File: config.mk
export PLATFORM = sky130hd
export DESIGN_NAME = irqcnr_bank
export DESIGN_NICKNAME = d
export VERILOG_FILES = /design/src/rtl/irqcnr_pkg.sv /design/src/rtl/irqcnr_bank.sv
export VERILOG_INCLUDE_DIRS = /design/src /design/src/rtl
export SDC_FILE = /design/constraint.sdc
export NUM_CORES = 1
export LEC_CHECK = 0
export BUFFER_PORTS_ARGS = -buffer_cell sky130_fd_sc_hd__buf_4
export CAP_MARGIN = 20
export CORE_MARGIN = 5
export CORE_UTILIZATION = 42
export CTS_BUF_LIST = sky130_fd_sc_hd__clkbuf_8 sky130_fd_sc_hd__clkbuf_16
export CTS_CLUSTER_DIAMETER = 120
export CTS_CLUSTER_SIZE = 14
export DETAILED_ROUTE_END_ITERATION = 8
export HOLD_SLACK_MARGIN = 0.05
export PLACE_DENSITY = 0.94
export SLEW_MARGIN = 25
export SYNTH_ARGS = -nofsm -noshare
export SYNTH_HDL_FRONTEND = slang
export SYNTH_SLANG_ARGS = --single-unit
File: constraint.sdc
create_clock -name clk -period 2.1 [get_ports clk]
set_input_delay 0.315 -clock clk [delete_from_list [all_inputs] [get_ports clk]]
set_output_delay 0.315 -clock clk [all_outputs]
set_load 0.05 [all_outputs]
File: src/rtl/irqcnr_defines.svh
// Register offsets, field positions and reset values of the clear/NMI/reset-cause bank
`ifndef IRQCNR_DEFINES_SVH
`define IRQCNR_DEFINES_SVH

// Register byte offsets
`define IRQCNR_OFS_IRQ_CLEAR      12'h000
`define IRQCNR_OFS_NMI_FLAGS      12'h004
`define IRQCNR_OFS_RESET_CAUSE    12'h008

// Clear code field
`define IRQCNR_CLR_CODE_W         5
`define IRQCNR_CLR_VALID_MAX      5'h07

// NMI flag positions
`define IRQCNR_NMI_WDT_BIT        0
`define IRQCNR_NMI_PIN_BIT        1
`define IRQCNR_NMI_BELOW_BIT      2
`define IRQCNR_NMI_ABOVE_BIT      3
`define IRQCNR_NMI_W              4

// Reset-cause positions
`define IRQCNR_RST_PON_BIT        0
`define IRQCNR_RST_PIN_BIT        1
`define IRQCNR_RST_WDT_BIT        2
`define IRQCNR_RST_STOP_BIT       3
`define IRQCNR_RST_DBG_BIT        4
`define IRQCNR_RST_OFD_BIT        5
`define IRQCNR_RST_LVD_BIT        6
`define IRQCNR_RST_W              7

// Reset values
`define IRQCNR_NMI_RESET          4'h0
`define IRQCNR_RST_PON_RESET      7'h01

`endif

File: src/rtl/irqcnr_pkg.sv
// Types shared by the clear/NMI/reset-cause register bank
package irqcnr_pkg;

  typedef struct packed {
    logic        psel;
    logic        penable;
    logic        pwrite;
    logic [11:0] paddr;
    logic [31:0] pwdata;
  } irqcnr_apb_req_s;

  typedef struct packed {
    logic fromWatchdog;
    logic fromPin;
    logic voltageBelow;
    logic voltageAbove;
  } irqcnr_nmi_src_s;

  typedef struct packed {
    logic lowVoltage;
    logic oscFail;
    logic debugRequest;
    logic deepStopRelease;
    logic watchdog;
    logic pin;
  } irqcnr_rst_src_s;

endpackage : irqcnr_pkg

File: src/rtl/irqcnr_bank.sv
// APB register bank: standby-clear request clear, NMI source flags, reset-cause flags
//
// Functional notes
// - Write of code 0..7 clears that external interrupt's standby request; field reads zero
// - NMI flag bit 0 set by a watchdog NMI
// - NMI flag bit 1 set by the NMI input pin
// - NMI flag bit 2 set by voltage detector below threshold while falling
// - NMI flag bit 3 set by voltage detector above threshold while falling
// - Reading NMI flags returns them, then clears all four except any with a new event in that cycle
// - Reset-cause flags only clear when software writes zero or power-on reset is asserted
// - Power-on flag bit 0 set while power-on reset is asserted
// - Pin bit 1, watchdog bit 2, oscillation fail bit 5, low voltage bit 6
// - After power-on, flags other than power-on are invalid until cleared
// - Debug flag bit 4 set by core system reset request
// - Deep-stop release flag bit 3 set on reset leaving deep stop mode
// - Pin flag bit 1 set when the external reset pin resets the device
// - Clearing a request also clears that source's detected-edge status
`timescale 1ns/10ps
`default_nettype none
`include "irqcnr_defines.svh"

module irqcnr_bank
  import irqcnr_pkg::*;
#(
  parameter int NUM_EXT_IRQ = 8
) (
  input  wire logic                   clk,
  input  wire logic                   resetn,
  input  wire logic                   powerOnResetn,
  input  wire irqcnr_apb_req_s        apbReq,
  output logic [31:0]                 prdata,
  output logic                        pready,
  output logic                        pslverr,
  input  wire irqcnr_nmi_src_s        nmiEvent,
  input  wire irqcnr_rst_src_s        resetCause,
  output logic [NUM_EXT_IRQ-1:0]      standbyClearPulse,
  output logic [NUM_EXT_IRQ-1:0]      edgeStatusClearPulse,
  output logic [`IRQCNR_NMI_W-1:0]    nmiSourceFlags,
  output logic [`IRQCNR_RST_W-1:0]    resetCauseFlags
);

  // ==========================================================
  // Bus decode
  // ==========================================================
  logic                         setupPhase;
  logic                         accessEnd;
  logic                         writeAccess;
  logic                         readAccess;
  logic                         hitClear;
  logic                         hitNmi;
  logic                         hitCause;
  logic [`IRQCNR_NMI_W-1:0]     next_nmi;
  logic [`IRQCNR_RST_W-1:0]     next_cause;

  function automatic logic addrHit(input logic [11:0] addr, input logic [11:0] ofs);
    addrHit = (addr == ofs);
  endfunction : addrHit

  assign setupPhase  = apbReq.psel && !apbReq.penable;
  // No wait state: pready is registered from the setup phase
  assign accessEnd   = apbReq.psel && apbReq.penable && pready;
  assign writeAccess = accessEnd && apbReq.pwrite;
  assign readAccess  = accessEnd && !apbReq.pwrite;
  assign hitClear    = addrHit(apbReq.paddr, `IRQCNR_OFS_IRQ_CLEAR);
  assign hitNmi      = addrHit(apbReq.paddr, `IRQCNR_OFS_NMI_FLAGS);
  assign hitCause    = addrHit(apbReq.paddr, `IRQCNR_OFS_RESET_CAUSE);

  always_ff @(posedge clk or negedge resetn) begin
    if (!resetn) begin
      pready <= 1'b0;
    end else begin
      pready <= setupPhase;
    end
  end

  always_ff @(posedge clk or negedge resetn) begin
    if (!resetn) begin
      pslverr <= 1'b0;
    end else begin
      pslverr <= setupPhase && !(hitClear || hitNmi || hitCause);
    end
  end

  // ==========================================================
  // Read data, captured at setup from the next flag values
  // ==========================================================
  // An event sampled at the setup edge must reach the snapshot, or the
  // read-clear one cycle later would lose it unseen.
  always_ff @(posedge clk or negedge resetn) begin
    if (!resetn) begin
      prdata <= 32'h00000000;
    end else if (setupPhase && !apbReq.pwrite) begin
      prdata <= 32'h00000000;
      if (hitNmi) begin
        prdata[`IRQCNR_NMI_W-1:0] <= next_nmi;
      end
      if (hitCause) begin
        prdata[`IRQCNR_RST_W-1:0] <= next_cause;
      end
      // Clear register is write-only and reads as zero
    end else if (!apbReq.psel) begin
      prdata <= 32'h00000000;
    end
  end

  // ==========================================================
  // Standby-clear request clear
  // ==========================================================
  logic [`IRQCNR_CLR_CODE_W-1:0] clearCode;
  assign clearCode = apbReq.pwdata[`IRQCNR_CLR_CODE_W-1:0];

  always_ff @(posedge clk or negedge resetn) begin
    if (!resetn) begin
      standbyClearPulse    <= '0;
      edgeStatusClearPulse <= '0;
    end else begin
      standbyClearPulse    <= '0;
      edgeStatusClearPulse <= '0;
      // Reserved codes do nothing
      if (writeAccess && hitClear && clearCode <= `IRQCNR_CLR_VALID_MAX) begin
        standbyClearPulse[clearCode[2:0]]    <= 1'b1;
        edgeStatusClearPulse[clearCode[2:0]] <= 1'b1;
      end
    end
  end

  // ==========================================================
  // NMI source flags: read to clear, event wins over the clear
  // ==========================================================
  always_comb begin
    next_nmi = nmiSourceFlags;
    if (readAccess && hitNmi) begin
      next_nmi = '0;
    end
    if (nmiEvent.fromWatchdog) next_nmi[`IRQCNR_NMI_WDT_BIT] = 1'b1;
    if (nmiEvent.fromPin) next_nmi[`IRQCNR_NMI_PIN_BIT] = 1'b1;
    if (nmiEvent.voltageBelow) next_nmi[`IRQCNR_NMI_BELOW_BIT] = 1'b1;
    if (nmiEvent.voltageAbove) next_nmi[`IRQCNR_NMI_ABOVE_BIT] = 1'b1;
  end

  always_ff @(posedge clk or negedge resetn) begin
    if (!resetn) begin
      nmiSourceFlags <= `IRQCNR_NMI_RESET;
    end else begin
      nmiSourceFlags <= next_nmi;
    end
  end

  // ==========================================================
  // Reset-cause flags
  // ==========================================================
  // These survive system resets; only power-on reset initialises them.
  // Other flags start at zero here, software still treats them as invalid.
  always_comb begin
    next_cause = resetCauseFlags;
    if (writeAccess && hitCause) begin
      // Writing zero clears, writing one
      next_cause = resetCauseFlags & apbReq.pwdata[`IRQCNR_RST_W-1:0];
    end
    if (resetCause.pin) next_cause[`IRQCNR_RST_PIN_BIT] = 1'b1;
    if (resetCause.watchdog) next_cause[`IRQCNR_RST_WDT_BIT] = 1'b1;
    if (resetCause.deepStopRelease) next_cause[`IRQCNR_RST_STOP_BIT] = 1'b1;
    if (resetCause.debugRequest) next_cause[`IRQCNR_RST_DBG_BIT] = 1'b1;
    if (resetCause.oscFail) next_cause[`IRQCNR_RST_OFD_BIT] = 1'b1;
    if (resetCause.lowVoltage) next_cause[`IRQCNR_RST_LVD_BIT] = 1'b1;
  end

  always_ff @(posedge clk or negedge powerOnResetn) begin
    if (!powerOnResetn) begin
      resetCauseFlags <= `IRQCNR_RST_PON_RESET;
    end else begin
      resetCauseFlags <= next_cause;
    end
  end

endmodule : irqcnr_bank

`default_nettype wire

==> out/qor.txt, run 1 <==
========================================================================================================
Run status ................................................................................ complete, no violations
Antenna viol nets, final ..................................................................            0
Clock tree from TritonCTS .................................................................          yes
Count of state elements after synthesis ...................................................           28
Post-Route Skew ...........................................................................   0.00243 ns
Endpoint class of the critical path .......................................................    flip-flop
Deepest level of the CTS H-tree ...........................................................            1
Final worst-path cycle share ..............................................................        75.3%
Die X .....................................................................................      69.7 um
Initial core utilization ..................................................................        44.1%
Worst reg2reg path endpoint ............................................................... resetCauseFlags[1]$_DFF_PN0_
DRC marker count from the first detailed-route iteration ..................................           47
Vias per Instance .........................................................................         4.71
Via count of the first global-routing pass ................................................         1221
Total Routed Length .......................................................................      3550 um
Critical path peak fanout .................................................................            8
Final setup fails .........................................................................            0
Detailed-route wire length per cell .......................................................      13.9 um
Setup Total Neg Slack .....................................................................         0 ns
Unrepaired setup endpoints after global routing ...........................................        false
Data arrival time of the worst path .......................................................      1.74 ns
Clock insertion delay at the later pin of the skew report .................................      0.27 ns
Number of violations of the max-capacitance limit .........................................            0
Number of nets at the end of the flow .....................................................          271
Yosys warns ...............................................................................            0
TritonCTS buffer count ....................................................................            3
Tot GR Track Use ..........................................................................        15.0%
CP max stage cell ......................................................................... sky130_fd_sc_hd__or4b_1
Final worst path period need ..............................................................      1.58 ns
Worst-path cell chain ..................................................................... buf_4 -> or4b_1 -> nand4bb_4 -> o21ai_0 -> nand2b_1
Post-synthesis cell type count ............................................................           31
Required time reported for the critical path endpoint .....................................      2.26 ns
Peak clock frequency supported by timing ..................................................      632 MHz
Number of antenna violations at the first check in global routing .........................            0
Leakage power figure ......................................................................     0.982 nW
Kind of cell adding the most delay to the critical path ................................... simple AND/OR/NAND/NOR gates
Total clock sinks .........................................................................           28
Post-CTS clock slew at the launch and capture registers of the worst setup and hold paths .      0.09 ns
CTS Root Buffer Type ...................................................................... sky130_fd_sc_hd__clkbuf_8
Boundary pin count ........................................................................          121
Post-route DRC ............................................................................            0
Part of the Yosys area used for sequential elements .......................................        46.9%
CP startpoint .............................................................................   apbReq[33]
Site row count ............................................................................           21
Gpl congestion ............................................................................        0.741
DP Cell Count .............................................................................          250
# port buffers ............................................................................           70
Total grt overflow ........................................................................            0
Placeable core region ..................................................................... 0.00339 mm^2
Delay of the slowest cell on the worst path ...............................................      0.69 ns
Vert. Die Dim .............................................................................      69.7 um
Combined area of all synthesized cells .................................................... 0.00150 mm^2
# diodes ..................................................................................            0
End point of the critical path ............................................................ resetCauseFlags[1]$_DFF_PN0_
Worst slack after detailed placement ......................................................     0.232 ns
Worst Path Class, Setup ...................................................................       in2reg
Synthesized area per cell .................................................................    10.4 um^2
Max Slew Vio Count ........................................................................            0
Via count .................................................................................         1205
Post_cts resized ..........................................................................            0
Syn Inst Count ............................................................................          144
Fin worst setup slack .....................................................................     0.518 ns
Number of optimization iterations in the first detailed-route pass ........................            4
Number of logic stages on the critical path including buffering ...........................            5
Post-synthesis to final-layout area growth ................................................        33.1%
Maximum ir drop on the vdd rail ...........................................................     0.272 mV
Maximum buffer depth of the clock tree ....................................................            2
Sort of element at the start of the critical path ......................................... primary input
Start point of the worst hold path ........................................................  nmiEvent[3]
Maximum number of pins on one net before global-route repair ..............................           22
Worst reg2reg path depth ..................................................................            4
Area enclosed by the die boundary ......................................................... 0.00486 mm^2
Worst reg2reg path startpoint ............................................................. pready$_DFF_PN0_
P per Cell Area ...........................................................................  542 mW/mm^2
Buffering stage count on the worst path with inverters included ...........................            1
Fraction of final layout cells sized beyond drive strength 1 ..............................        37.6%
Detailed-placement wirelength estimate ....................................................      2910 um
Final number of hold-violating endpoints ..................................................            0
Global-route wire length before repair ....................................................      5930 um
Non-filler cells in the finished layout ...................................................          256
Worst hold-check path type ................................................................       in2reg
Setup slack of the most critical reg-to-reg path ..........................................      0.56 ns
========================================================================================================
[logic make-up (layout without fill, tap and decap cells)]
family,count (synthesis),count (layout),share of synthesized area [%]
AO/OA/AOI/OAI,28,28,13.0
AND/OR/NAND/NOR,52,52,22.7
other,1,25,0.251
buffers and inverters,35,77,17.1
flip-flops,28,28,46.9
[repair_timing]
item	CTS	global route
hold endpoints to repair	28	0
setup endpoints to repair	0	0
hold buffers	2	0
setup buffers	0	0
[flip-flops by register name, indices dropped and copies added (netlist names)]
name	cells
edgeStatusClearPulse	8
prdata	7
resetCauseFlags	7
nmiSourceFlags	4
pready	1
pslverr	1
[cell usage in the layout, fill, tap and decap left out, types with 2 or more instances in the layout]
master,n
sky130_fd_sc_hd__nand4b_1,2
sky130_fd_sc_hd__nor3_1,3
sky130_fd_sc_hd__buf_4,70
sky130_fd_sc_hd__nand2b_1,8
sky130_fd_sc_hd__o31a_1,6
sky130_fd_sc_hd__nor4_4,2
sky130_fd_sc_hd__a21o_1,4
sky130_fd_sc_hd__nand2_1,8
sky130_fd_sc_hd__nor2_1,17
sky130_fd_sc_hd__o21ai_0,10
sky130_fd_sc_hd__conb_1,25
sky130_fd_sc_hd__clkbuf_8,4
sky130_fd_sc_hd__o221ai_1,3
sky130_fd_sc_hd__nand4_1,3
sky130_fd_sc_hd__dfrtp_1,27
sky130_fd_sc_hd__dlygate4sd3_1,2
[through the flow]
step           total power (W)  hold slack [ns]  instance area [um^2]  utilization, %
3_3_place_gp          0.000755            0.136                  1920            56.6
2_1_floorplan         0.000712           0.0194                  1590               -
4_1_cts                0.00109            0.223                  1990            58.8
5_1_grt                0.00114            0.213                  1990            58.8
3_5_place_dp          0.000758            0.136                  1920            56.6
6_report               0.00108            0.229                  1990            58.8
[Yosys cell counts]
cell,number,area (um^2)
sky130_fd_sc_hd__and2_1,1,6.26
sky130_fd_sc_hd__inv_1,1,3.75
sky130_fd_sc_hd__nand3b_4,1,20.0
sky130_fd_sc_hd__nor2_1,17,63.8
sky130_fd_sc_hd__nand4bb_4,1,27.5
sky130_fd_sc_hd__nor4_1,1,6.26
sky130_fd_sc_hd__a21oi_1,1,5.00
sky130_fd_sc_hd__a21o_1,4,30.0
sky130_fd_sc_hd__dfstp_2,1,26.3
sky130_fd_sc_hd__conb_1,1,3.75
sky130_fd_sc_hd__nor4b_1,1,8.76
sky130_fd_sc_hd__o221ai_1,3,26.3
sky130_fd_sc_hd__nand2b_1,8,50.1
sky130_fd_sc_hd__nor2b_1,1,6.26
sky130_fd_sc_hd__o21a_1,1,7.51
sky130_fd_sc_hd__or4b_1,1,10.0
sky130_fd_sc_hd__nor3b_1,1,7.51
sky130_fd_sc_hd__o31a_1,6,52.6
sky130_fd_sc_hd__a211oi_1,1,7.51
sky130_fd_sc_hd__buf_4,33,248
sky130_fd_sc_hd__or3b_1,1,8.76
sky130_fd_sc_hd__a2bb2oi_1,1,8.76
sky130_fd_sc_hd__nor3_1,3,15.0
sky130_fd_sc_hd__nand4_1,3,18.8
sky130_fd_sc_hd__nor4_4,2,42.5
sky130_fd_sc_hd__a21boi_0,1,7.51
sky130_fd_sc_hd__nand4b_1,2,17.5
sky130_fd_sc_hd__nand2_1,8,30.0
sky130_fd_sc_hd__o21ai_0,10,50.1
sky130_fd_sc_hd__buf_2,1,5.00
sky130_fd_sc_hd__dfrtp_1,27,676
[metal layers]
layer | up-vias | wire (um) | GRT usage (%)
li1 | 580 | - | -
met3 | 2 | 369 | 6.67
met5 | - | 0 | 0
met4 | 0 | 9 | 2.55
met2 | 53 | 1780 | 26.0
met1 | 570 | 1390 | 17.4
[power breakdown]
group,total (W),switching (W),internal [W]
Clock,0.000328,0.000161,0.000168
Combinational,0.000209,0.000152,0.0000568
Sequential,0.000542,0.00000114,0.000541
[how the worst min path moves through the flow]
stage	to	slack, ns	depth (start not counted)
finish	nmiSourceFlags[0]$_DFF_PN0_	0.23	2
global route	nmiSourceFlags[1]$_DFF_PN0_	0.21	2
CTS	nmiSourceFlags[3]$_DFF_PN0_	0.22	2
detailed placement	resetCauseFlags[4]$_DFF_PN0_	0.14	1
global placement	resetCauseFlags[4]$_DFF_PN0_	0.14	1
floorplan	edgeStatusClearPulse[0]$_DFF_PN0_	0.02	0
[cell type report]
cell class,count,area (um^2)
timing repair buffer,72,546
multi-input combinational,105,628
fill,312,1400
clock buffer,4,55.1
tap,46,57.6
sequential,28,702
inverter,1,3.75
Power figures use the tool's default switching activity.
==> run 2, diff against run 1 <==
Settings changed: ABC_AREA set to 1, CORE_UTILIZATION 42 to 35, PLACE_DENSITY 0.94 to 0.84.
Clock period 2.1 ns to 1.42 ns, I/O delays scaled along.
==> run 2 against run 1 <==
Clock power rose by 53%. Die area up 19%. Largest power group unchanged. Synthesized cell count is 23% higher. Final cell count up 16%. Sequential power increased by 48%. Utilization decreased by 11 points. Via count is 5.1% higher. Design area increased by 2.0%.
==> out/qor.txt, run 2 <==
========================================================================================================
Delay of the slowest cell on the worst path ...............................................      0.56 ns   -0.13 ns
Post-synth top area cell .................................................................. sky130_fd_sc_hd__dfrtp_1
Comb power frac ...........................................................................        19.3%   about the same
Post-synthesis to final-layout area growth ................................................        33.4%
Post-route DRC ............................................................................            0   unchanged
Vert. Die Dim .............................................................................      76.0 um   +9.0%
Initial core utilization ..................................................................        35.5%   -8.7 points
Cell Int Power ............................................................................    0.00113 W   +48%
Endpoint class of the critical path .......................................................  output port
Fraction of final layout cells sized beyond drive strength 1 ..............................        38.9%   +1.3 points
Kind of cell adding the most delay to the critical path ...................................   flip-flops
TritonCTS buffer count ....................................................................            3   unchanged
Worst-path cell chain .....................................................................        buf_4
Syn Inst Count ............................................................................          177   +23%
Required time reported for the critical path endpoint .....................................      1.21 ns   -1.05 ns
Post-Route Skew ...........................................................................   0.00423 ns   +0.00180 ns
Buffering stage count on the worst path with inverters included ...........................            1   unchanged
Placeable core region ..................................................................... 0.00429 mm^2   +27%
Maximum buffer depth of the clock tree ....................................................            2   unchanged
Sort of element at the start of the critical path .........................................    flip-flop
Max Slew Vio Count ........................................................................            0   unchanged
Share of the synthesized area in the top cell type ........................................        44.4%   -0.78 points
Critical path peak fanout .................................................................            3   -5
Top cells by instance count after synthesis ............................................... 39 x sky130_fd_sc_hd__nand2_1, 33 x sky130_fd_sc_hd__buf_4, 27 x sky130_fd_sc_hd__dfrtp_1
Total clock sinks .........................................................................           28   unchanged
Unrepaired setup endpoints after global routing ...........................................        false
DRC marker count from the first detailed-route iteration ..................................           15   -68%
Final worst hold slack ....................................................................     0.111 ns   -0.118 ns
CTS Root Buffer Type ...................................................................... sky130_fd_sc_hd__clkbuf_8
Gpl congestion ............................................................................        0.768   +3.6%
Antenna viol nets, final ..................................................................            0   unchanged
Maximum ir drop on the vdd rail ...........................................................     0.432 mV   +59%
Detailed-route wire length per cell .......................................................      12.4 um   -11%
Worst reg2reg path startpoint ............................................................. pready$_DFF_PN0_
Run status ................................................................................ complete, no violations
Primary FF master, synth .................................................................. sky130_fd_sc_hd__dfrtp_1
Number of optimization iterations in the first detailed-route pass ........................            4   unchanged
WHS Endpoint .............................................................................. pready$_DFF_PN0_
Global-route wire length before repair ....................................................      6260 um   +5.6%
Setup slack of the most critical reg-to-reg path ..........................................      0.19 ns   -0.37 ns
Tot GR Track Use ..........................................................................        13.0%   -2.0 points
Via count .................................................................................         1266   +5.1%
Worst reg2reg path endpoint ............................................................... prdata[5]$_DFFE_PN0P_
Post-CTS clock slew at the launch and capture registers of the worst setup and hold paths .      0.10 ns   about the same
DP Cell Count .............................................................................          290   +16%
Die X .....................................................................................      76.0 um   +9.0%
Number of flops mapped to enable cells by yosys ...........................................            0   unchanged
Synthesized area per cell .................................................................    8.60 um^2   -17%
Number of filler instances in the final layout ............................................          421   +35%
Clock share of power ......................................................................        31.1%   +0.7 points
Clock tree from TritonCTS .................................................................          yes
Worst hold-check path type ................................................................       in2reg
Deepest level of the CTS H-tree ...........................................................            1   unchanged
Switching share of power ..................................................................        29.9%   +0.77 points
Dominant cells by area after synthesis .................................................... sky130_fd_sc_hd__dfrtp_1 44%, sky130_fd_sc_hd__buf_4 16%, sky130_fd_sc_hd__nand2_1 9.6%, sky130_fd_sc_hd__inv_1 5.4%, sky130_fd_sc_hd__nor2_1 4.4%
Core utilization of the finished layout ...................................................        47.3%   -11 points
Setup Total Neg Slack .....................................................................         0 ns   unchanged
Vias per Instance .........................................................................         4.28   -9.1%
Part of the Yosys area used for sequential elements .......................................        46.1%   -0.81 points
Worst reg2reg path depth ..................................................................            7   +3
Total Routed Length .......................................................................      3680 um   +3.5%
Combined area of all synthesized cells .................................................... 0.00152 mm^2   +1.8%
Start point of the worst hold path ........................................................   apbReq[45]
Yosys warns ...............................................................................            0   unchanged
Fraction of registers with async set or reset after synthesis .............................         100%   unchanged
Leakage power figure ......................................................................      1.10 nW   +12%
Via count of the first global-routing pass ................................................         1318   +7.9%
# diodes ..................................................................................            0   unchanged
Register with the most flip-flops ......................................................... edgeStatusClearPulse
Final number of hold-violating endpoints ..................................................            0   unchanged
Max FFs per register ......................................................................            8   unchanged
Number of antenna violations at the first check in global routing .........................            0   unchanged
Detailed-placement wirelength estimate ....................................................      3130 um   +7.5%
Worst hold path cell count ................................................................            2   unchanged
P per Cell Area ...........................................................................  795 mW/mm^2   +47%
Non-filler cells in the finished layout ...................................................          296   +16%
CP max stage cell ......................................................................... sky130_fd_sc_hd__dfstp_2
Library cell with the highest instance count after synthesis .............................. sky130_fd_sc_hd__nand2_1
Post-synthesis cell type count ............................................................           21   -32%
Peak clock frequency supported by timing ..................................................      801 MHz
Total grt overflow ........................................................................            0   unchanged
Number of violations of the max-capacitance limit .........................................            0   unchanged
Data arrival time of the worst path .......................................................      1.04 ns   -0.70 ns
Worst Path Class, Setup ...................................................................      reg2out
Switching power of the nets ...............................................................   0.000483 W   +54%
# port buffers ............................................................................           70   unchanged
Final worst-path cycle share ..............................................................        87.9%
Area enclosed by the die boundary ......................................................... 0.00577 mm^2   +19%
Final worst path period need ..............................................................      1.25 ns
Boundary pin count ........................................................................          121   unchanged
Largest registers ......................................................................... edgeStatusClearPulse (8), prdata (7), resetCauseFlags (7)
Clock insertion delay at the later pin of the skew report .................................      0.28 ns   about the same
Count of state elements after synthesis ...................................................           28   unchanged
Maximum number of pins on one net before global-route repair ..............................           22   unchanged
Most common cell after layout, fill and taps aside ........................................ sky130_fd_sc_hd__buf_4
Total setup buffers inserted after CTS ....................................................            0   unchanged
Portion of total power attributed to sequential cells .....................................        49.6%   -0.6 points
Site row count ............................................................................           24   +14%
Number of nets at the end of the flow .....................................................          305   +13%
Most frequent cells in the layout ......................................................... 70 x sky130_fd_sc_hd__buf_4, 39 x sky130_fd_sc_hd__nand2_1, 26 x sky130_fd_sc_hd__dfrtp_1
Final setup fails .........................................................................            0   unchanged
========================================================================================================
[run 2: changes by cell type in the layout (fill, tap and decap cells not counted), moves of 3 or more]
cell	delta
sky130_fd_sc_hd__nor3_1	-3
sky130_fd_sc_hd__nand2_2	+4
sky130_fd_sc_hd__nand2_1	+31
sky130_fd_sc_hd__o221ai_1	-3
sky130_fd_sc_hd__nor2_2	+4
sky130_fd_sc_hd__o21ai_0	-10
sky130_fd_sc_hd__nand3_1	+6
sky130_fd_sc_hd__a21o_1	-4
sky130_fd_sc_hd__nor2_4	+3
sky130_fd_sc_hd__inv_1	+21
sky130_fd_sc_hd__o21ai_2	+3
sky130_fd_sc_hd__o31a_1	-6
sky130_fd_sc_hd__nand2b_1	-8
[run 2: cell type report]
class	count	area (um^2)	share of cell area, %
clock buffer	4	55.1	2.71
inverter	23	100	4.93
multi-input combinational	117	563	27.7
sequential	28	703	34.6
tap	52	65.1	3.20
timing repair buffer	72	546	26.8
[run 2: power groups by stage]
| stage | clock (W) | combinational [W] | sequential (W) |
|---|---|---|---|
| final | 0.000502 | 0.000311 | 0.000801 |
| after global routing | 0.000545 | 0.000333 | 0.000802 |
| after CTS | 0.000511 | 0.000311 | 0.000802 |
| after detailed placement | 0 | 0.000307 | 0.000817 |
| after global placement | 0 | 0.000303 | 0.000817 |
| after floorplan | 0 | 0.000241 | 0.000828 |
[run 2: routing by layer]
| layer | share of wire, % | wire length [um] | global-route usage, % |
|---|---|---|---|
| met1 | 36 | 1330 | 14.4 |
| met2 | 53 | 1950 | 23.6 |
| met3 | 10 | 377 | 4.98 |
| met4 | 0.52 | 19 | 2.14 |
| met5 | 0 | 0 | 0 |
[run 2: kinds of logic after synthesis]
group,Yosys count,synth area share (%)
and+or+nand+nor,84,27.2
AOI/OAI and AO/OA,8,3.62
DFF,28,46.1
other,1,0.246
buffers and inverters,56,22.8
[run 2: stage by stage]
stage	total power [W]	setup slack, ns	area [um^2]
final	0.00162	0.172	2030
after global routing	0.00168	0.0808	2030
after CTS	0.00162	0.171	2030
after detailed placement	0.00112	0.000308	1960
after global placement	0.00112	0.0315	1960
after floorplan	0.00107	0.107	1610
[run 2: worst max path at each step]
stage / slack, ns / to / cells after the start / start
floorplan: 0.11 / prdata[4]$_DFFE_PN0P_ / 7 / pready$_DFF_PN0_
global placement: 0.03 / prdata[1]$_DFFE_PN0P_ / 9 / apbReq[43]
detailed placement: 0.0003 / prdata[1]$_DFFE_PN0P_ / 9 / apbReq[33]
CTS: 0.17 / resetCauseFlags[0] / 1 / resetCauseFlags[0]$_DFF_PN1_
global route: 0.08 / prdata[1]$_DFFE_PN0P_ / 7 / pready$_DFF_PN0_
finish: 0.17 / resetCauseFlags[0] / 1 / resetCauseFlags[0]$_DFF_PN1_
[run 2: repair_timing]
action / 4_1_cts / 5_1_grt
gates resized for setup: 0 / 0
endpoints found under the hold margin: 28 / 0
hold buffers: 2 / 0
